==> config.mk <==
export PLATFORM = sky130hd
export DESIGN_NAME = battery_balance_sequencer
export DESIGN_NICKNAME = d
export VERILOG_FILES = /design/src/battery_balance_sequencer.v
export VERILOG_INCLUDE_DIRS = /design/src /design/src/src
export SDC_FILE = /design/constraint.sdc
export NUM_CORES = 1
export LEC_CHECK = 0
export BUFFER_PORTS_ARGS = -buffer_cell sky130_fd_sc_hd__buf_2
export CORE_MARGIN = 2
export CORE_UTILIZATION = 53
export DETAILED_ROUTE_END_ITERATION = 6
export PLACE_DENSITY = 0.78
export RECOVER_POWER = 50
export SETUP_SLACK_MARGIN = 0.02
export SLEW_MARGIN = 20
export SYNTH_ARGS = -nofsm -noshare
export SYNTH_HDL_FRONTEND = slang
export SYNTH_SLANG_ARGS = --single-unit
==> constraint.sdc <==
create_clock -name aclk -period 3.14 [get_ports aclk]
set_input_delay 0.314 -clock aclk [delete_from_list [all_inputs] [get_ports aclk]]
set_output_delay 0.314 -clock aclk [all_outputs]
set_load 0.005 [all_outputs]
==> src/battery_balance_regs.vh <==
`ifndef BATTERY_BALANCE_REGS_VH
`define BATTERY_BALANCE_REGS_VH
// ----------------------------------------------------------------------------
// Register byte addresses
// ----------------------------------------------------------------------------
`define ADDR_CTRL        8'h00
`define ADDR_CELL_TMO    8'h04
`define ADDR_ON_TIME     8'h08
`define ADDR_OFF_TIME    8'h0C
`define ADDR_STATUS      8'h10
// ----------------------------------------------------------------------------
// Control register fields
// ----------------------------------------------------------------------------
`define CTRL_SEL_A       0
`define CTRL_SEL_B       1
`define CTRL_NONSTOP     2
`define CTRL_THR_LO      3
`define CTRL_THR_HI      4
`define CTRL_WIDTH       5
// ----------------------------------------------------------------------------
// Status register fields
// ----------------------------------------------------------------------------
`define STAT_STATE_LSB   0
`define STAT_CELL_LSB    4
`define STAT_DONE        8
`define STAT_BAL         9
`define STAT_UV          10
`define STAT_OV          11
`define STAT_CMP         12
`define STAT_BOOST       13
// ----------------------------------------------------------------------------
// Reset values, times in milliseconds
// ----------------------------------------------------------------------------
`define RST_CTRL         5'h00
`define RST_CELL_TMO     16'h03E8
`define RST_ON_TIME      16'hEA60
`define RST_OFF_TIME     16'hEA60
// ----------------------------------------------------------------------------
// Timing
// ----------------------------------------------------------------------------
`define CLK_MHZ          100
`define TICK_US          1000
`define SETTLE_MS        50
`define TICK_CYCLES      (`CLK_MHZ * `TICK_US)
`define SETTLE_CYCLES    (`SETTLE_MS * 1000 * `CLK_MHZ)
// ----------------------------------------------------------------------------
// AXI responses
// ----------------------------------------------------------------------------
`define RESP_OKAY        2'h0
`define RESP_SLVERR      2'h2
`endif

==> src/battery_balance_sequencer.v <==
// Overview of operation
// - Stack select bits: 00 shutdown, 01 three, 10 two, 11 four batteries.
// - Mode bit low runs timed balancing, high runs nonstop_operation balancing.
// - Nothing starts until the boost capacitor ready input is high.
// - Timed mode drives the balancing status low while actively balancing.
// - Each pass starts at battery one: bottom switches on, 50 ms, then sample.
// - Sample within threshold: bottom switches off, move on, no top switches.
// - Sample above threshold: top switches also turn on for that battery.
// - After top switches turn on, wait 50 ms before monitoring the comparator.
// - Battery stays connected until within threshold or per-battery timeout.
// - Step end: all switches off, 50 ms gap, then next battery, for all.
// - Timed balance reached: done low, status released, enter off state.
// - Balanced after stack size plus one consecutive bottom-only within samples.
// - Timed mode caps run at on-time, then off for off-time, then resumes.
// - Balancing status is high impedance in off state or shutdown.
// - Nonstop_operation mode has no on/off states, runs until shutdown, status low.
// - Nonstop_operation mode always uses top switches and ends steps on timeout only.
// - Nonstop_operation mode still drives done low once balanced while cycling on.
// - Undervoltage or overvoltage detection drives its fault output low.
// - Faults never alter the switch sequencing.
// - A fault that clears returns its output to high impedance.
// - Two indicators show the active battery: 00, 01, 11, 10.
`include "battery_balance_regs.vh"
`timescale 1ns/1ps
`default_nettype none

module battery_balance_sequencer #(
  parameter integer TICK_CYCLES   = `TICK_CYCLES,
  parameter integer SETTLE_CYCLES = `SETTLE_CYCLES
) (
  // Clock and reset
  input  wire        aclk,
  input  wire        aresetn,
  // AXI4-Lite write address and data
  input  wire [7:0]  s_axi_awaddr,
  input  wire        s_axi_awvalid,
  output reg         s_axi_awready,
  input  wire [31:0] s_axi_wdata,
  input  wire [3:0]  s_axi_wstrb,
  input  wire        s_axi_wvalid,
  output reg         s_axi_wready,
  // AXI4-Lite write response
  output reg  [1:0]  s_axi_bresp,
  output reg         s_axi_bvalid,
  input  wire        s_axi_bready,
  // AXI4-Lite read
  input  wire [7:0]  s_axi_araddr,
  input  wire        s_axi_arvalid,
  output reg         s_axi_arready,
  output reg  [31:0] s_axi_rdata,
  output reg  [1:0]  s_axi_rresp,
  output reg         s_axi_rvalid,
  input  wire        s_axi_rready,
  // Analog front end inputs
  input  wire        term_exceeds,
  input  wire        uv_detect,
  input  wire        ov_detect,
  input  wire        boost_cap_ready,
  // Switch drivers, one bit per battery
  output reg  [3:0]  bottom_sw_en,
  output reg  [3:0]  top_sw_en,
  // Threshold select to the comparator
  output reg         threshold_sel_lo,
  output reg         threshold_sel_hi,
  // Open-drain status pins, enable low while pulling low; done_n is driven directly
  output reg         balancing_active_n,
  output reg         balancing_active_oe_n,
  output reg         undervoltage_fault_n,
  output reg         undervoltage_fault_oe_n,
  output reg         overvoltage_fault_n,
  output reg         overvoltage_fault_oe_n,
  output reg         done_n,
  // Active battery indicators
  output reg         active_cell_ind_hi,
  output reg         active_cell_ind_lo
);

  // --------------------------------------------------------------------------
  // States
  // --------------------------------------------------------------------------
  localparam [2:0] S_IDLE   = 3'h0;
  localparam [2:0] S_BOTTOM = 3'h1;
  localparam [2:0] S_TOPSET = 3'h2;
  localparam [2:0] S_MON    = 3'h3;
  localparam [2:0] S_GAP    = 3'h4;
  localparam [2:0] S_OFF    = 3'h5;

  // --------------------------------------------------------------------------
  // Registers and bus state
  // --------------------------------------------------------------------------
  reg  [4:0]  ctrl_q;
  reg  [15:0] cell_tmo_q;
  reg  [15:0] on_time_q;
  reg  [15:0] off_time_q;
  reg         aw_held_q;
  reg  [7:0]  aw_addr_q;
  reg         w_held_q;
  reg  [31:0] w_data_q;
  reg  [3:0]  w_strb_q;
  reg  [2:0]  state_q;
  reg  [2:0]  state_d;
  reg  [1:0]  idx_q;
  reg  [1:0]  idx_d;
  reg  [2:0]  consec_q;
  reg  [2:0]  consec_d;
  reg         done_q;
  reg         done_d;
  reg  [22:0] phase_q;
  reg  [16:0] tick_div_q;
  reg  [15:0] cell_ms_q;
  reg  [15:0] run_ms_q;
  reg  [31:0] status_w;

  wire        tick;
  wire        enabled;
  wire        nonstop;
  wire [1:0]  last_idx;
  wire [2:0]  need_consec;
  wire        settled;
  wire        cell_expired;
  wire        run_expired;
  wire        do_write;
  wire        balancing;

  // --------------------------------------------------------------------------
  // Mode and stack decode
  // --------------------------------------------------------------------------
  // stack size decode
  assign enabled     = ctrl_q[`CTRL_SEL_A] | ctrl_q[`CTRL_SEL_B];
  assign last_idx    = {ctrl_q[`CTRL_SEL_A], ~ctrl_q[`CTRL_SEL_A] | ctrl_q[`CTRL_SEL_B]};
  assign nonstop     = ctrl_q[`CTRL_NONSTOP];
  // one more clean sample than batteries
  assign need_consec = {1'b0, last_idx} + 3'h2;

  // --------------------------------------------------------------------------
  // Timebase
  // --------------------------------------------------------------------------
  // counters from the block clock
  assign tick         = (tick_div_q == TICK_CYCLES[16:0] - 17'h00001);
  assign settled      = (phase_q >= SETTLE_CYCLES[22:0] - 23'h000001);
  assign cell_expired = (cell_ms_q >= cell_tmo_q);
  assign run_expired  = nonstop ? (1'b0) :
                        (state_q == S_OFF) ? (run_ms_q >= off_time_q) :
                        (run_ms_q >= on_time_q);
  assign balancing    = (state_q != S_IDLE) && (state_q != S_OFF);

  // --------------------------------------------------------------------------
  // Sequencer
  // --------------------------------------------------------------------------
  // analog inputs used as synchronous bits
  always @* begin
    state_d  = state_q;
    idx_d    = idx_q;
    consec_d = consec_q;
    done_d   = done_q;
    case (state_q)
      S_IDLE: begin
        idx_d    = 2'h0;
        consec_d = 3'h0;
        if (boost_cap_ready) begin
          state_d = S_BOTTOM;
        end
      end
      S_BOTTOM: begin
        if (settled) begin
          if (!term_exceeds) begin
            consec_d = consec_q + 3'h1;
            if (consec_q + 3'h1 >= need_consec) begin
              // balance also flagged in nonstop_operation mode
              done_d   = 1'b1;
              consec_d = 3'h0;
            end
          end else begin
            consec_d = 3'h0;
            if (nonstop) begin
              done_d = 1'b0;
            end
          end
          // nonstop_operation mode always uses top switches
          if (term_exceeds || nonstop) begin
            state_d = S_TOPSET;
          end else if (!nonstop && consec_q + 3'h1 >= need_consec) begin
            state_d = S_OFF;
          end else begin
            state_d = S_GAP;
            idx_d   = (idx_q == last_idx) ? 2'h0 : idx_q + 2'h1;
          end
        end
      end
      S_TOPSET: begin
        if (cell_expired) begin
          state_d = S_GAP;
          idx_d   = (idx_q == last_idx) ? 2'h0 : idx_q + 2'h1;
        end else if (settled) begin
          state_d = S_MON;
        end
      end
      S_MON: begin
        if (cell_expired || (!nonstop && !term_exceeds)) begin
          state_d = S_GAP;
          idx_d   = (idx_q == last_idx) ? 2'h0 : idx_q + 2'h1;
        end
      end
      S_GAP: begin
        if (settled) begin
          state_d = S_BOTTOM;
        end
      end
      S_OFF: begin
        // off-time then resume a fresh pass
        if (run_expired) begin
          state_d  = S_GAP;
          idx_d    = 2'h0;
          consec_d = 3'h0;
          done_d   = 1'b0;
        end
      end
      default: begin
        state_d = S_IDLE;
      end
    endcase
    if (balancing && run_expired) begin
      state_d  = S_OFF;
      consec_d = 3'h0;
    end
    if (!enabled) begin
      state_d  = S_IDLE;
      done_d   = 1'b0;
      consec_d = 3'h0;
      idx_d    = 2'h0;
    end
  end

  // fault inputs do not feed the sequencer
  always @(posedge aclk) begin
    if (!aresetn) begin
      state_q    <= S_IDLE;
      idx_q      <= 2'h0;
      consec_q   <= 3'h0;
      done_q     <= 1'b0;
      phase_q    <= 23'h000000;
      tick_div_q <= 17'h00000;
      cell_ms_q  <= 16'h0000;
      run_ms_q   <= 16'h0000;
    end else begin
      state_q    <= state_d;
      idx_q      <= idx_d;
      consec_q   <= consec_d;
      done_q     <= done_d;
      tick_div_q <= tick ? 17'h00000 : tick_div_q + 17'h00001;
      phase_q    <= (state_d != state_q) ? 23'h000000 : phase_q + 23'h000001;
      if (state_d == S_BOTTOM || state_d == S_GAP || state_d == S_IDLE) begin
        cell_ms_q <= 16'h0000;
      end else if (tick && cell_ms_q != 16'hFFFF) begin
        cell_ms_q <= cell_ms_q + 16'h0001;
      end
      if (state_d == S_IDLE || (state_d == S_OFF) != (state_q == S_OFF)) begin
        run_ms_q <= 16'h0000;
      end else if (tick && run_ms_q != 16'hFFFF) begin
        run_ms_q <= run_ms_q + 16'h0001;
      end
    end
  end

  // --------------------------------------------------------------------------
  // Pin outputs
  // --------------------------------------------------------------------------
  always @(posedge aclk) begin
    if (!aresetn) begin
      bottom_sw_en            <= 4'h0;
      top_sw_en               <= 4'h0;
      threshold_sel_lo        <= 1'b0;
      threshold_sel_hi        <= 1'b0;
      balancing_active_n      <= 1'b0;
      balancing_active_oe_n   <= 1'b1;
      undervoltage_fault_n    <= 1'b0;
      undervoltage_fault_oe_n <= 1'b1;
      overvoltage_fault_n     <= 1'b0;
      overvoltage_fault_oe_n  <= 1'b1;
      done_n                  <= 1'b1;
      active_cell_ind_hi      <= 1'b0;
      active_cell_ind_lo      <= 1'b0;
    end else begin
      // bottom switches of the active battery
      bottom_sw_en <= (state_d == S_BOTTOM || state_d == S_TOPSET || state_d == S_MON) ?
                      (4'h1 << idx_d) : 4'h0;
      top_sw_en    <= (state_d == S_TOPSET || state_d == S_MON) ? (4'h1 << idx_d) : 4'h0;
      threshold_sel_lo <= ctrl_q[`CTRL_THR_LO];
      threshold_sel_hi <= ctrl_q[`CTRL_THR_HI];
      // pull low while balancing in timed mode
      // released in off state and shutdown
      // always pulled low in nonstop_operation mode
      balancing_active_oe_n <= ~(enabled && (nonstop ||
                                 (state_d != S_IDLE && state_d != S_OFF)));
      // fault pins pull low on detection
      // released when the fault goes away
      undervoltage_fault_oe_n <= ~uv_detect;
      overvoltage_fault_oe_n  <= ~ov_detect;
      done_n <= ~done_d;
      // gray code of the active battery
      active_cell_ind_hi <= idx_d[1];
      active_cell_ind_lo <= idx_d[1] ^ idx_d[0];
    end
  end

  // --------------------------------------------------------------------------
  // AXI4-Lite slave
  // --------------------------------------------------------------------------
  // Address and data are latched separately so either may come first.
  assign do_write = aw_held_q && w_held_q && !s_axi_bvalid;

  function [15:0] merge;
    input [15:0] old_v;
    input [15:0] new_v;
    input [1:0]  strb;
    begin
      merge = {strb[1] ? new_v[15:8] : old_v[15:8], strb[0] ? new_v[7:0] : old_v[7:0]};
    end
  endfunction

  always @* begin
    status_w = 32'h00000000;
    status_w[`STAT_STATE_LSB +: 3] = state_q;
    status_w[`STAT_CELL_LSB +: 2]  = idx_q;
    status_w[`STAT_DONE]           = done_q;
    status_w[`STAT_BAL]            = ~balancing_active_oe_n;
    status_w[`STAT_UV]             = uv_detect;
    status_w[`STAT_OV]             = ov_detect;
    status_w[`STAT_CMP]            = term_exceeds;
    status_w[`STAT_BOOST]          = boost_cap_ready;
  end

  always @(posedge aclk) begin
    if (!aresetn) begin
      ctrl_q        <= `RST_CTRL;
      cell_tmo_q    <= `RST_CELL_TMO;
      on_time_q     <= `RST_ON_TIME;
      off_time_q    <= `RST_OFF_TIME;
      aw_held_q     <= 1'b0;
      aw_addr_q     <= 8'h00;
      w_held_q      <= 1'b0;
      w_data_q      <= 32'h00000000;
      w_strb_q      <= 4'h0;
      s_axi_awready <= 1'b0;
      s_axi_wready  <= 1'b0;
      s_axi_bvalid  <= 1'b0;
      s_axi_bresp   <= `RESP_OKAY;
      s_axi_arready <= 1'b0;
      s_axi_rvalid  <= 1'b0;
      s_axi_rresp   <= `RESP_OKAY;
      s_axi_rdata   <= 32'h00000000;
    end else begin
      s_axi_awready <= !aw_held_q && !(s_axi_awvalid && s_axi_awready);
      s_axi_wready  <= !w_held_q && !(s_axi_wvalid && s_axi_wready);
      if (s_axi_awvalid && s_axi_awready) begin
        aw_held_q <= 1'b1;
        aw_addr_q <= s_axi_awaddr;
      end
      if (s_axi_wvalid && s_axi_wready) begin
        w_held_q <= 1'b1;
        w_data_q <= s_axi_wdata;
        w_strb_q <= s_axi_wstrb;
      end
      if (do_write) begin
        s_axi_bvalid <= 1'b1;
        s_axi_bresp  <= `RESP_OKAY;
        case (aw_addr_q)
          `ADDR_CTRL: begin
            ctrl_q <= w_strb_q[0] ? w_data_q[4:0] : ctrl_q;
          end
          `ADDR_CELL_TMO: begin
            cell_tmo_q <= merge(cell_tmo_q, w_data_q[15:0], w_strb_q[1:0]);
          end
          `ADDR_ON_TIME: begin
            on_time_q <= merge(on_time_q, w_data_q[15:0], w_strb_q[1:0]);
          end
          `ADDR_OFF_TIME: begin
            off_time_q <= merge(off_time_q, w_data_q[15:0], w_strb_q[1:0]);
          end
          `ADDR_STATUS: s_axi_bresp <= `RESP_OKAY;
          default: begin
            s_axi_bresp <= `RESP_SLVERR;
          end
        endcase
      end
      if (s_axi_bvalid && s_axi_bready) begin
        s_axi_bvalid <= 1'b0;
        aw_held_q    <= 1'b0;
        w_held_q     <= 1'b0;
      end
      s_axi_arready <= !s_axi_rvalid && !(s_axi_arvalid && s_axi_arready);
      if (s_axi_arvalid && s_axi_arready) begin
        s_axi_rvalid <= 1'b1;
        s_axi_rresp  <= `RESP_OKAY;
        case (s_axi_araddr)
          `ADDR_CTRL:     s_axi_rdata <= {27'h0, ctrl_q};
          `ADDR_CELL_TMO: s_axi_rdata <= {16'h0, cell_tmo_q};
          `ADDR_ON_TIME:  s_axi_rdata <= {16'h0, on_time_q};
          `ADDR_OFF_TIME: s_axi_rdata <= {16'h0, off_time_q};
          `ADDR_STATUS:   s_axi_rdata <= status_w;
          default: begin
            s_axi_rdata <= 32'h00000000;
            s_axi_rresp <= `RESP_SLVERR;
          end
        endcase
      end else if (s_axi_rvalid && s_axi_rready) begin
        s_axi_rvalid <= 1'b0;
      end
    end
  end

endmodule

`default_nettype wire

==> results by group, run 1 <==
Layout
  – Fin cells: 1657
  – Register Area: 4020 µm²
  – Area of the multi-input gates: 5820 µm²
  – Fin area: 12400 µm²
  – Area growth, synth to finish: 23.3%
  – N_diodes: 0
  – Number of fill cells: 1486
  – Layout Nets: 1533
  – Layout cell share with drive strength beyond 1: 21.6%
  – Final core utilization: 66.6%

Yosys
  – Area share of the largest cell type after synthesis: 39.8%
  – Synth unique cells: 78
  – Syn Std Cell Area: 10100 µm²
  – Post-synth top cells: nand2_1 (216), dfxtp_1 (200), nor2_1 (121), a21oi_1 (86), inv_1 (76)
  – Post-Syn Instances: 1232
  – Cell with the most instances after synthesis: nand2_1
  – Post-synth ARST share: 0%
  – Synth Flop Type: dfxtp_1
  – Area contributors post-synth: dfxtp_1 (40%), nand2_1 (8.1%), ha_1 (7.5%)
  – Warnings, synthesis: 0
  – Post-synth EDFFs: 0
  – Post-Syn Area per Cell: 8.17 µm²
  – Post-synth top area cell: dfxtp_1
  – Flops & latches, synth: 200
  – Post-synthesis sequential area ratio: 39.8%

Global route
  – Vias in the first global route: 8788
  – First-pass GRT wire length: 43.7 mm
  – GRT Total Usage: 27.2%
  – Initial antenna violation count: 0
  – Largest net degree at the start of global routing: 72
  – GRT overflow: 0

Timing
  – Crit path time final: 3170 ps
  – Fin crit share: 101%
  – Slew @ Worst Pin: 1470 ps
  – Setup violations, final: 15
  – Fmax: 316 MHz
  – Max-slew violations: 0
  – RSZ-0062 raised after global routing: true
  – Fin. Hold Viols: 0
  – Worst Clk Skew: 9.32 ps
  – Max_slew headroom: 2.03%
  – Final WS setup: -28.2 ps

Worst setup path
  – Critical Path Max Stage Delay: 420 ps
  – Most used cell, CP: or3_4
  – Crit Path Class: reg2reg
  – CP endpoint kind: register
  – Worst Path Arrival: 3530 ps
  – Worst Path Required: 3500 ps
  – CP max stage cell: a211oi_4
  – Worst Path Max Fanout: 6
  – Critical Path Source Type: register
  – Crit-path cells: or3_4 -> or3_4 -> or3_4 -> a21bo_4 -> o221ai_1 -> a21oi_2 -> a211oi_4 -> a21oi_4 -> buf_12 -> nor3b_2

Detailed routing
  – ANT nets after route: 0
  – 1st-pass router iterations: 5
  – Final wirelength: 28.4 mm
  – Drt wl/cell: 17.1 µm
  – Initial DRC count: 817
  – Via Count: 9475
  – Vias per inst: 5.72
  – DRC: 0

Power
  – PwrDens: 409 nW/µm²
  – IR drop worst, VDD: 372 µV
  – Total power draw: 5080 µW
  – P_leak: 0.00494 µW

Die
  – Initial core utilization: 54.0%
  – Height of the die: 142 µm
  – Core Box Area: 18600 µm²
  – FP Rows: 50
  – Die area: 20100 µm²
  – Die Wd: 142 µm
  – I/O pins: 123

Placement
  – Post-DP Area: 11300 µm²
  – Dpl cells: 1610
  – I/O Buffers: 83
  – GPL Wtd Cong: 0.933
  – Hpwl dp: 19.4 mm

CTS
  – Worst-path clk slew: 70 ps
  – Total CTS buffers: 17
  – Htree depth: 4
  – Root buf cell: clkbuf_16
  – Clock sinks: 200
  – Clk_lat worst skew: 450 ps
  – Clk buf depth: 2
  – CTS tree: built

Status
  – Failing checks: negative setup slack
  – Outcome: complete, but fails checks

Min path
  – Worst hold path type: in2reg

Flow run
  – MaxCap Viol Count: 0
[logic make-up after synthesis]
| kind of cell | synth area share, % |
|---|---|
| other cells | 0.0373 |
| buf+inv | 6.53 |
| fa+ha+maj | 7.46 |
| flops | 39.8 |
| xor+xnor | 5.66 |
| simple gates | 23.7 |
| compound gates | 15.9 |
| mux | 1.01 |
[placed cells by master, fill, tap and decap left out, drive strengths merged, types with 34 or more instances in the layout]
master,instances
nand2,216
dfxtp,200
buf,178
nor2,121
a21oi,87
inv,83
ha,60
o21ai,55
clkbuf,46
nand3,38
xnor2,37
nor3,34
[what timing repair did]
| action | 4_1_cts | 5_1_grt |
|---|---|---|
| endpoints found under the setup margin | 16 | 49 |
| gates resized for setup | 1 | 84 |
| setup buffers | 5 | 7 |
| hold buffers | 0 | 0 |
| cloned | 0 | 3 |
| pin swaps | 5 | 26 |
[worst paths after layout]
path | from | endpoint | slack [ps] | cells past startpoint
setup / recovery | phase_q[12] | run_ms_q[10] | -30 | 10
hold / removal | ov_detect | overvoltage_fault_oe_n | 40 | 2
setup reg to reg | phase_q[12] | run_ms_q[10] | -30 | 10
hold reg to reg | tick_div_q[0] | tick_div_q[0] | 450 | 1
[cell type report]
class,instances,area share [%]
clock buffers,19,3.65
clock inverters,13,1.25
inverters,76,2.30
multi-input cells,910,46.8
flip-flops and latches,200,32.4
well taps,234,2.36
repair buffers,205,11.2
[flip-flops by register name, indices dropped and copies added, names as in the netlist, 2 cells and up]
| register | flops |
|---|---|
| phase_q | 23 |
| w_data_q | 16 |
| on_time_q | 16 |
| tick_div_q | 17 |
| ctrl_q | 5 |
| state_q | 3 |
| off_time_q | 16 |
| w_strb_q | 2 |
| bottom_sw_en | 4 |
| s_axi_rdata | 16 |
| run_ms_q | 16 |
| cell_ms_q | 16 |
| consec_q | 3 |
| aw_addr_q | 8 |
| top_sw_en | 4 |
| idx_q | 2 |
| cell_tmo_q | 16 |
[report_power, final]
group / total [µW] / switching [µW] / internal [µW]
clock: 2260 / 1080 / 1180
combinational: 216 / 136 / 80.5
sequential: 2600 / 31.4 / 2570
total: 5080 / 1250 / 3830
[routing by layer]
metal	global-route usage, %	routed length [µm]	up-vias
met1	35.1	11800	4431
met4	13.1	1180	0
li1	-	-	4565
met3	4.15	2060	85
met2	44.8	13400	394
met5	0	0	-
[through the flow]
stage               TNS (ps)  hold WS, ps  setup WS (ps)
floorplan                  0          376            149
global placement       -1580          425           -114
detailed placement     -2400          438           -184
CTS                        0         40.4           35.7
global route           -3610         45.8           -123
finish                  -170         40.8          -28.2
[critical path: cells and delay by family (launching register included)]
kind                   cells  cell delay (ps)
AOI/OAI and AO/OA          5             1260
buffers and inverters      1              170
DFF                        1              320
and+or+nand+nor            4             1330
Power figures use the tool's default switching activity.
==> run 2, diff against run 1 <==
--- a/config.mk
+++ b/config.mk
@@ -7,10 +7,11 @@
 export NUM_CORES = 1
 export LEC_CHECK = 0
 export BUFFER_PORTS_ARGS = -buffer_cell sky130_fd_sc_hd__buf_2
+export CORE_ASPECT_RATIO = 1.4
 export CORE_MARGIN = 2
-export CORE_UTILIZATION = 53
+export CORE_UTILIZATION = 50
 export DETAILED_ROUTE_END_ITERATION = 6
-export PLACE_DENSITY = 0.78
+export PLACE_DENSITY = 0.74
 export RECOVER_POWER = 50
 export SETUP_SLACK_MARGIN = 0.02
 export SLEW_MARGIN = 20
==> run 2 against run 1 <==
Combinational power is essentially flat. Clock-buffer cell count unchanged. Clock power decreased by 3%. Non-clock buffer count decreased by 6. Routed wire length fell by 1.7%. Final area shrank 0.68%. Register-to-register slack improved by 90 ps. Hold slack better by 23 ps. Worst setup slack improved by 93 ps. Final cell count up 0.72%. Total power is 1.5% lower. The run now ends clean.
==> results by group, run 2 (same netlist as run 1, synthesis figures left out) <==
Layout
  – Layout cell share with drive strength beyond 1: 20.5% (-1.1 points)
  – Reg with most FFs: phase_q
  – Largest regs: phase_q (23), tick_div_q (17)
  – N_diodes: 0 (unchanged)
  – Most frequent cells in the layout: nand2_1 (215), dfxtp_1 (187), nor2_1 (117)
  – Most common cell after layout, fill and taps aside: nand2_1
  – Fin area: 12300 µm² (-0.68%)
  – Largest register FFs: 23 (unchanged)
  – Layout Nets: 1527 (-0.39%)
  – Area growth, synth to finish: 22.5%

Timing
  – Setup TNS: 0 ps (+170 ps)
  – Worst Clk Skew: 10.2 ps (+0.861 ps)
  – Setup violations, final: 0 (-15)
  – Max_slew headroom: 1.34% (-0.69 points)
  – Fin crit share: 97.9% (-3.0 points)
  – Slew @ Worst Pin: 1480 ps (+10.3 ps)
  – Fin. Hold Viols: 0 (unchanged)
  – RSZ-0062 raised after global routing: true
  – Crit path time final: 3080 ps (-93.0 ps)
  – Max-slew violations: 0 (unchanged)
  – Fmax: 325 MHz (+3.0%)

Power
  – P_leak: 0.00475 µW (-3.8%)
  – Combinational Power Share: 4.3% (about the same)
  – Internal power: 3790 µW (-1.1%)
  – Clk pwr share: 43.7% (-0.9 points)
  – Sw power: 1220 µW (-2.7%)
  – PwrDens: 406 nW/µm² (-0.79%)
  – IR drop worst, VDD: 371 µV (-0.30%)
  – Switching Fraction: 24.3% (-0.31 points)
  – Reg power frac: 52.0% (+0.8 points)

Detailed routing
  – Final wirelength: 27.9 mm (-1.7%)
  – Routed metal-1 wire length: 11.1 mm (-6.5%)
  – Initial DRC count: 660 (-19%)
  – DRC: 0 (unchanged)
  – Vias per inst: 5.58 (-2.4%)
  – Drt wl/cell: 16.7 µm (-2.4%)
  – Routed met3 length: 1.38 mm (-33%)
  – Via Count: 9312 (-1.7%)
  – ANT nets after route: 0 (unchanged)
  – 1st-pass router iterations: 7 (+2)
  – Top Layer Used: met4
  – DR WL met2: 14.3 mm (+7.0%)

Global route
  – First-pass GRT wire length: 43.4 mm (-0.73%)
  – GRT overflow: 0 (unchanged)
  – Initial antenna violation count: 0 (unchanged)
  – GRT Total Usage: 26.3% (-0.95 points)
  – Largest net degree at the start of global routing: 53 (-26%)
  – Vias in the first global route: 8894 (+1.2%)

Worst setup path
  – Critical Path Source Type: register
  – Worst Path Required: 3510 ps (about the same)
  – CP endpoint kind: register
  – Worst Path Arrival: 3440 ps (-90 ps)
  – Worst Path Max Fanout: 8 (+2)
  – Crit Path Class: reg2reg

CTS
  – Root buf cell: clkbuf_16
  – CTS tree: built
  – Worst-path clk slew: 70 ps (about the same)
  – Clk_lat worst skew: 440 ps (about the same)
  – Hold buffer count at cts: 0 (unchanged)
  – Htree depth: 4 (unchanged)
  – Clk buf depth: 2 (unchanged)
  – Total CTS buffers: 17 (unchanged)
  – Clock sinks: 200 (unchanged)

Placement
  – Post-DP Area: 11300 µm² (+0.40%)
  – I/O Buffers: 83 (unchanged)
  – Hpwl dp: 20.2 mm (+4.4%)
  – GPL Wtd Cong: 0.916 (-1.7%)

Die
  – I/O pins: 123 (unchanged)
  – Height of the die: 172 µm (+21%)
  – Initial core utilization: 50.7% (-3.3 points)
  – FP Rows: 61 (+22%)
  – Die area: 21300 µm² (+5.9%)
  – Die Wd: 124 µm (-13%)
  – Core Box Area: 19800 µm² (+6.4%)

Min path
  – Worst hold path type: in2reg

Flow run
  – MaxCap Viol Count: 0 (unchanged)

Status
  – Outcome: finished clean
==> run 2: routing by layer <==
| layer | vias up | track usage [%] |
|---|---|---|
| li1 | 4548 | - |
| met1 | 4392 | 29.3 |
| met2 | 294 | 47.2 |
| met3 | 78 | 4.78 |
| met4 | 0 | 13.2 |
| met5 | - | 0 |
==> run 2: worst max-delay path: stages (launching register included) <==
cell	delay, ps
dfxtp_2	340
inv_2	50
ha_4	260
nand4_1	190
buf_4	200
nor2_2	90
a311oi_2	130
a311oi_2	370
a221oi_2	100
or3_4	420
a211oi_4	270
buf_6	150
a21oi_4	70
clkbuf_16	180
nor3_2	180
==> run 2: metrics by stage <==
stage | cells | util [%] | hold slack (ps) | setup WS (ps) | power, µW
4_1_cts | 1662 | 60.5 | 51.9 | 29.6 | 5030
5_1_grt | 1669 | 62.1 | 62.3 | -88.3 | 5170
2_1_floorplan | 1252 | - | 376 | 149 | 2790
3_3_place_gp | 1628 | 57.1 | 427 | -242 | 2860
3_5_place_dp | 1628 | 57.1 | 432 | -235 | 2870
6_report | 1669 | 62.1 | 63.4 | 64.8 | 5000
==> run 2: worst paths after layout <==
| path | from | to | slack, ps | cells past startpoint |
|---|---|---|---|---|
| worst max-delay path | off_time_q[9] | run_ms_q[15] | 60 | 14 |
| worst min-delay path | ov_detect | overvoltage_fault_oe_n | 60 | 2 |
| worst max register to register | off_time_q[9] | run_ms_q[15] | 60 | 14 |
| worst min register to register | cell_tmo_q[11] | cell_tmo_q[11] | 450 | 2 |
==> run 2: layout make-up <==
class / instances / area [µm²]
multi-input combinational: 910 / 5810
tap: 252 / 315
fill: 1760 / 7510
sequential: 200 / 4020
timing repair buffer: 199 / 1330
inverter: 76 / 285
clock inverter: 13 / 136
clock buffer: 19 / 443
==> run 2: power by group through the flow <==
stage | combinational, µW | clock, µW | sequential, µW
after floorplan | 139 | 0 | 2650
after global placement | 203 | 0 | 2660
after detailed placement | 205 | 0 | 2660
after CTS | 207 | 2220 | 2600
after global routing | 239 | 2320 | 2610
final | 214 | 2190 | 2600
==> run 2: timing repair <==
item	4_1_cts	5_1_grt
gates resized for setup	14	71
pin swaps	5	34
buffers inserted	2	5
cloned	0	2
endpoints found under the setup margin	48	63
hold endpoints to repair	0	0
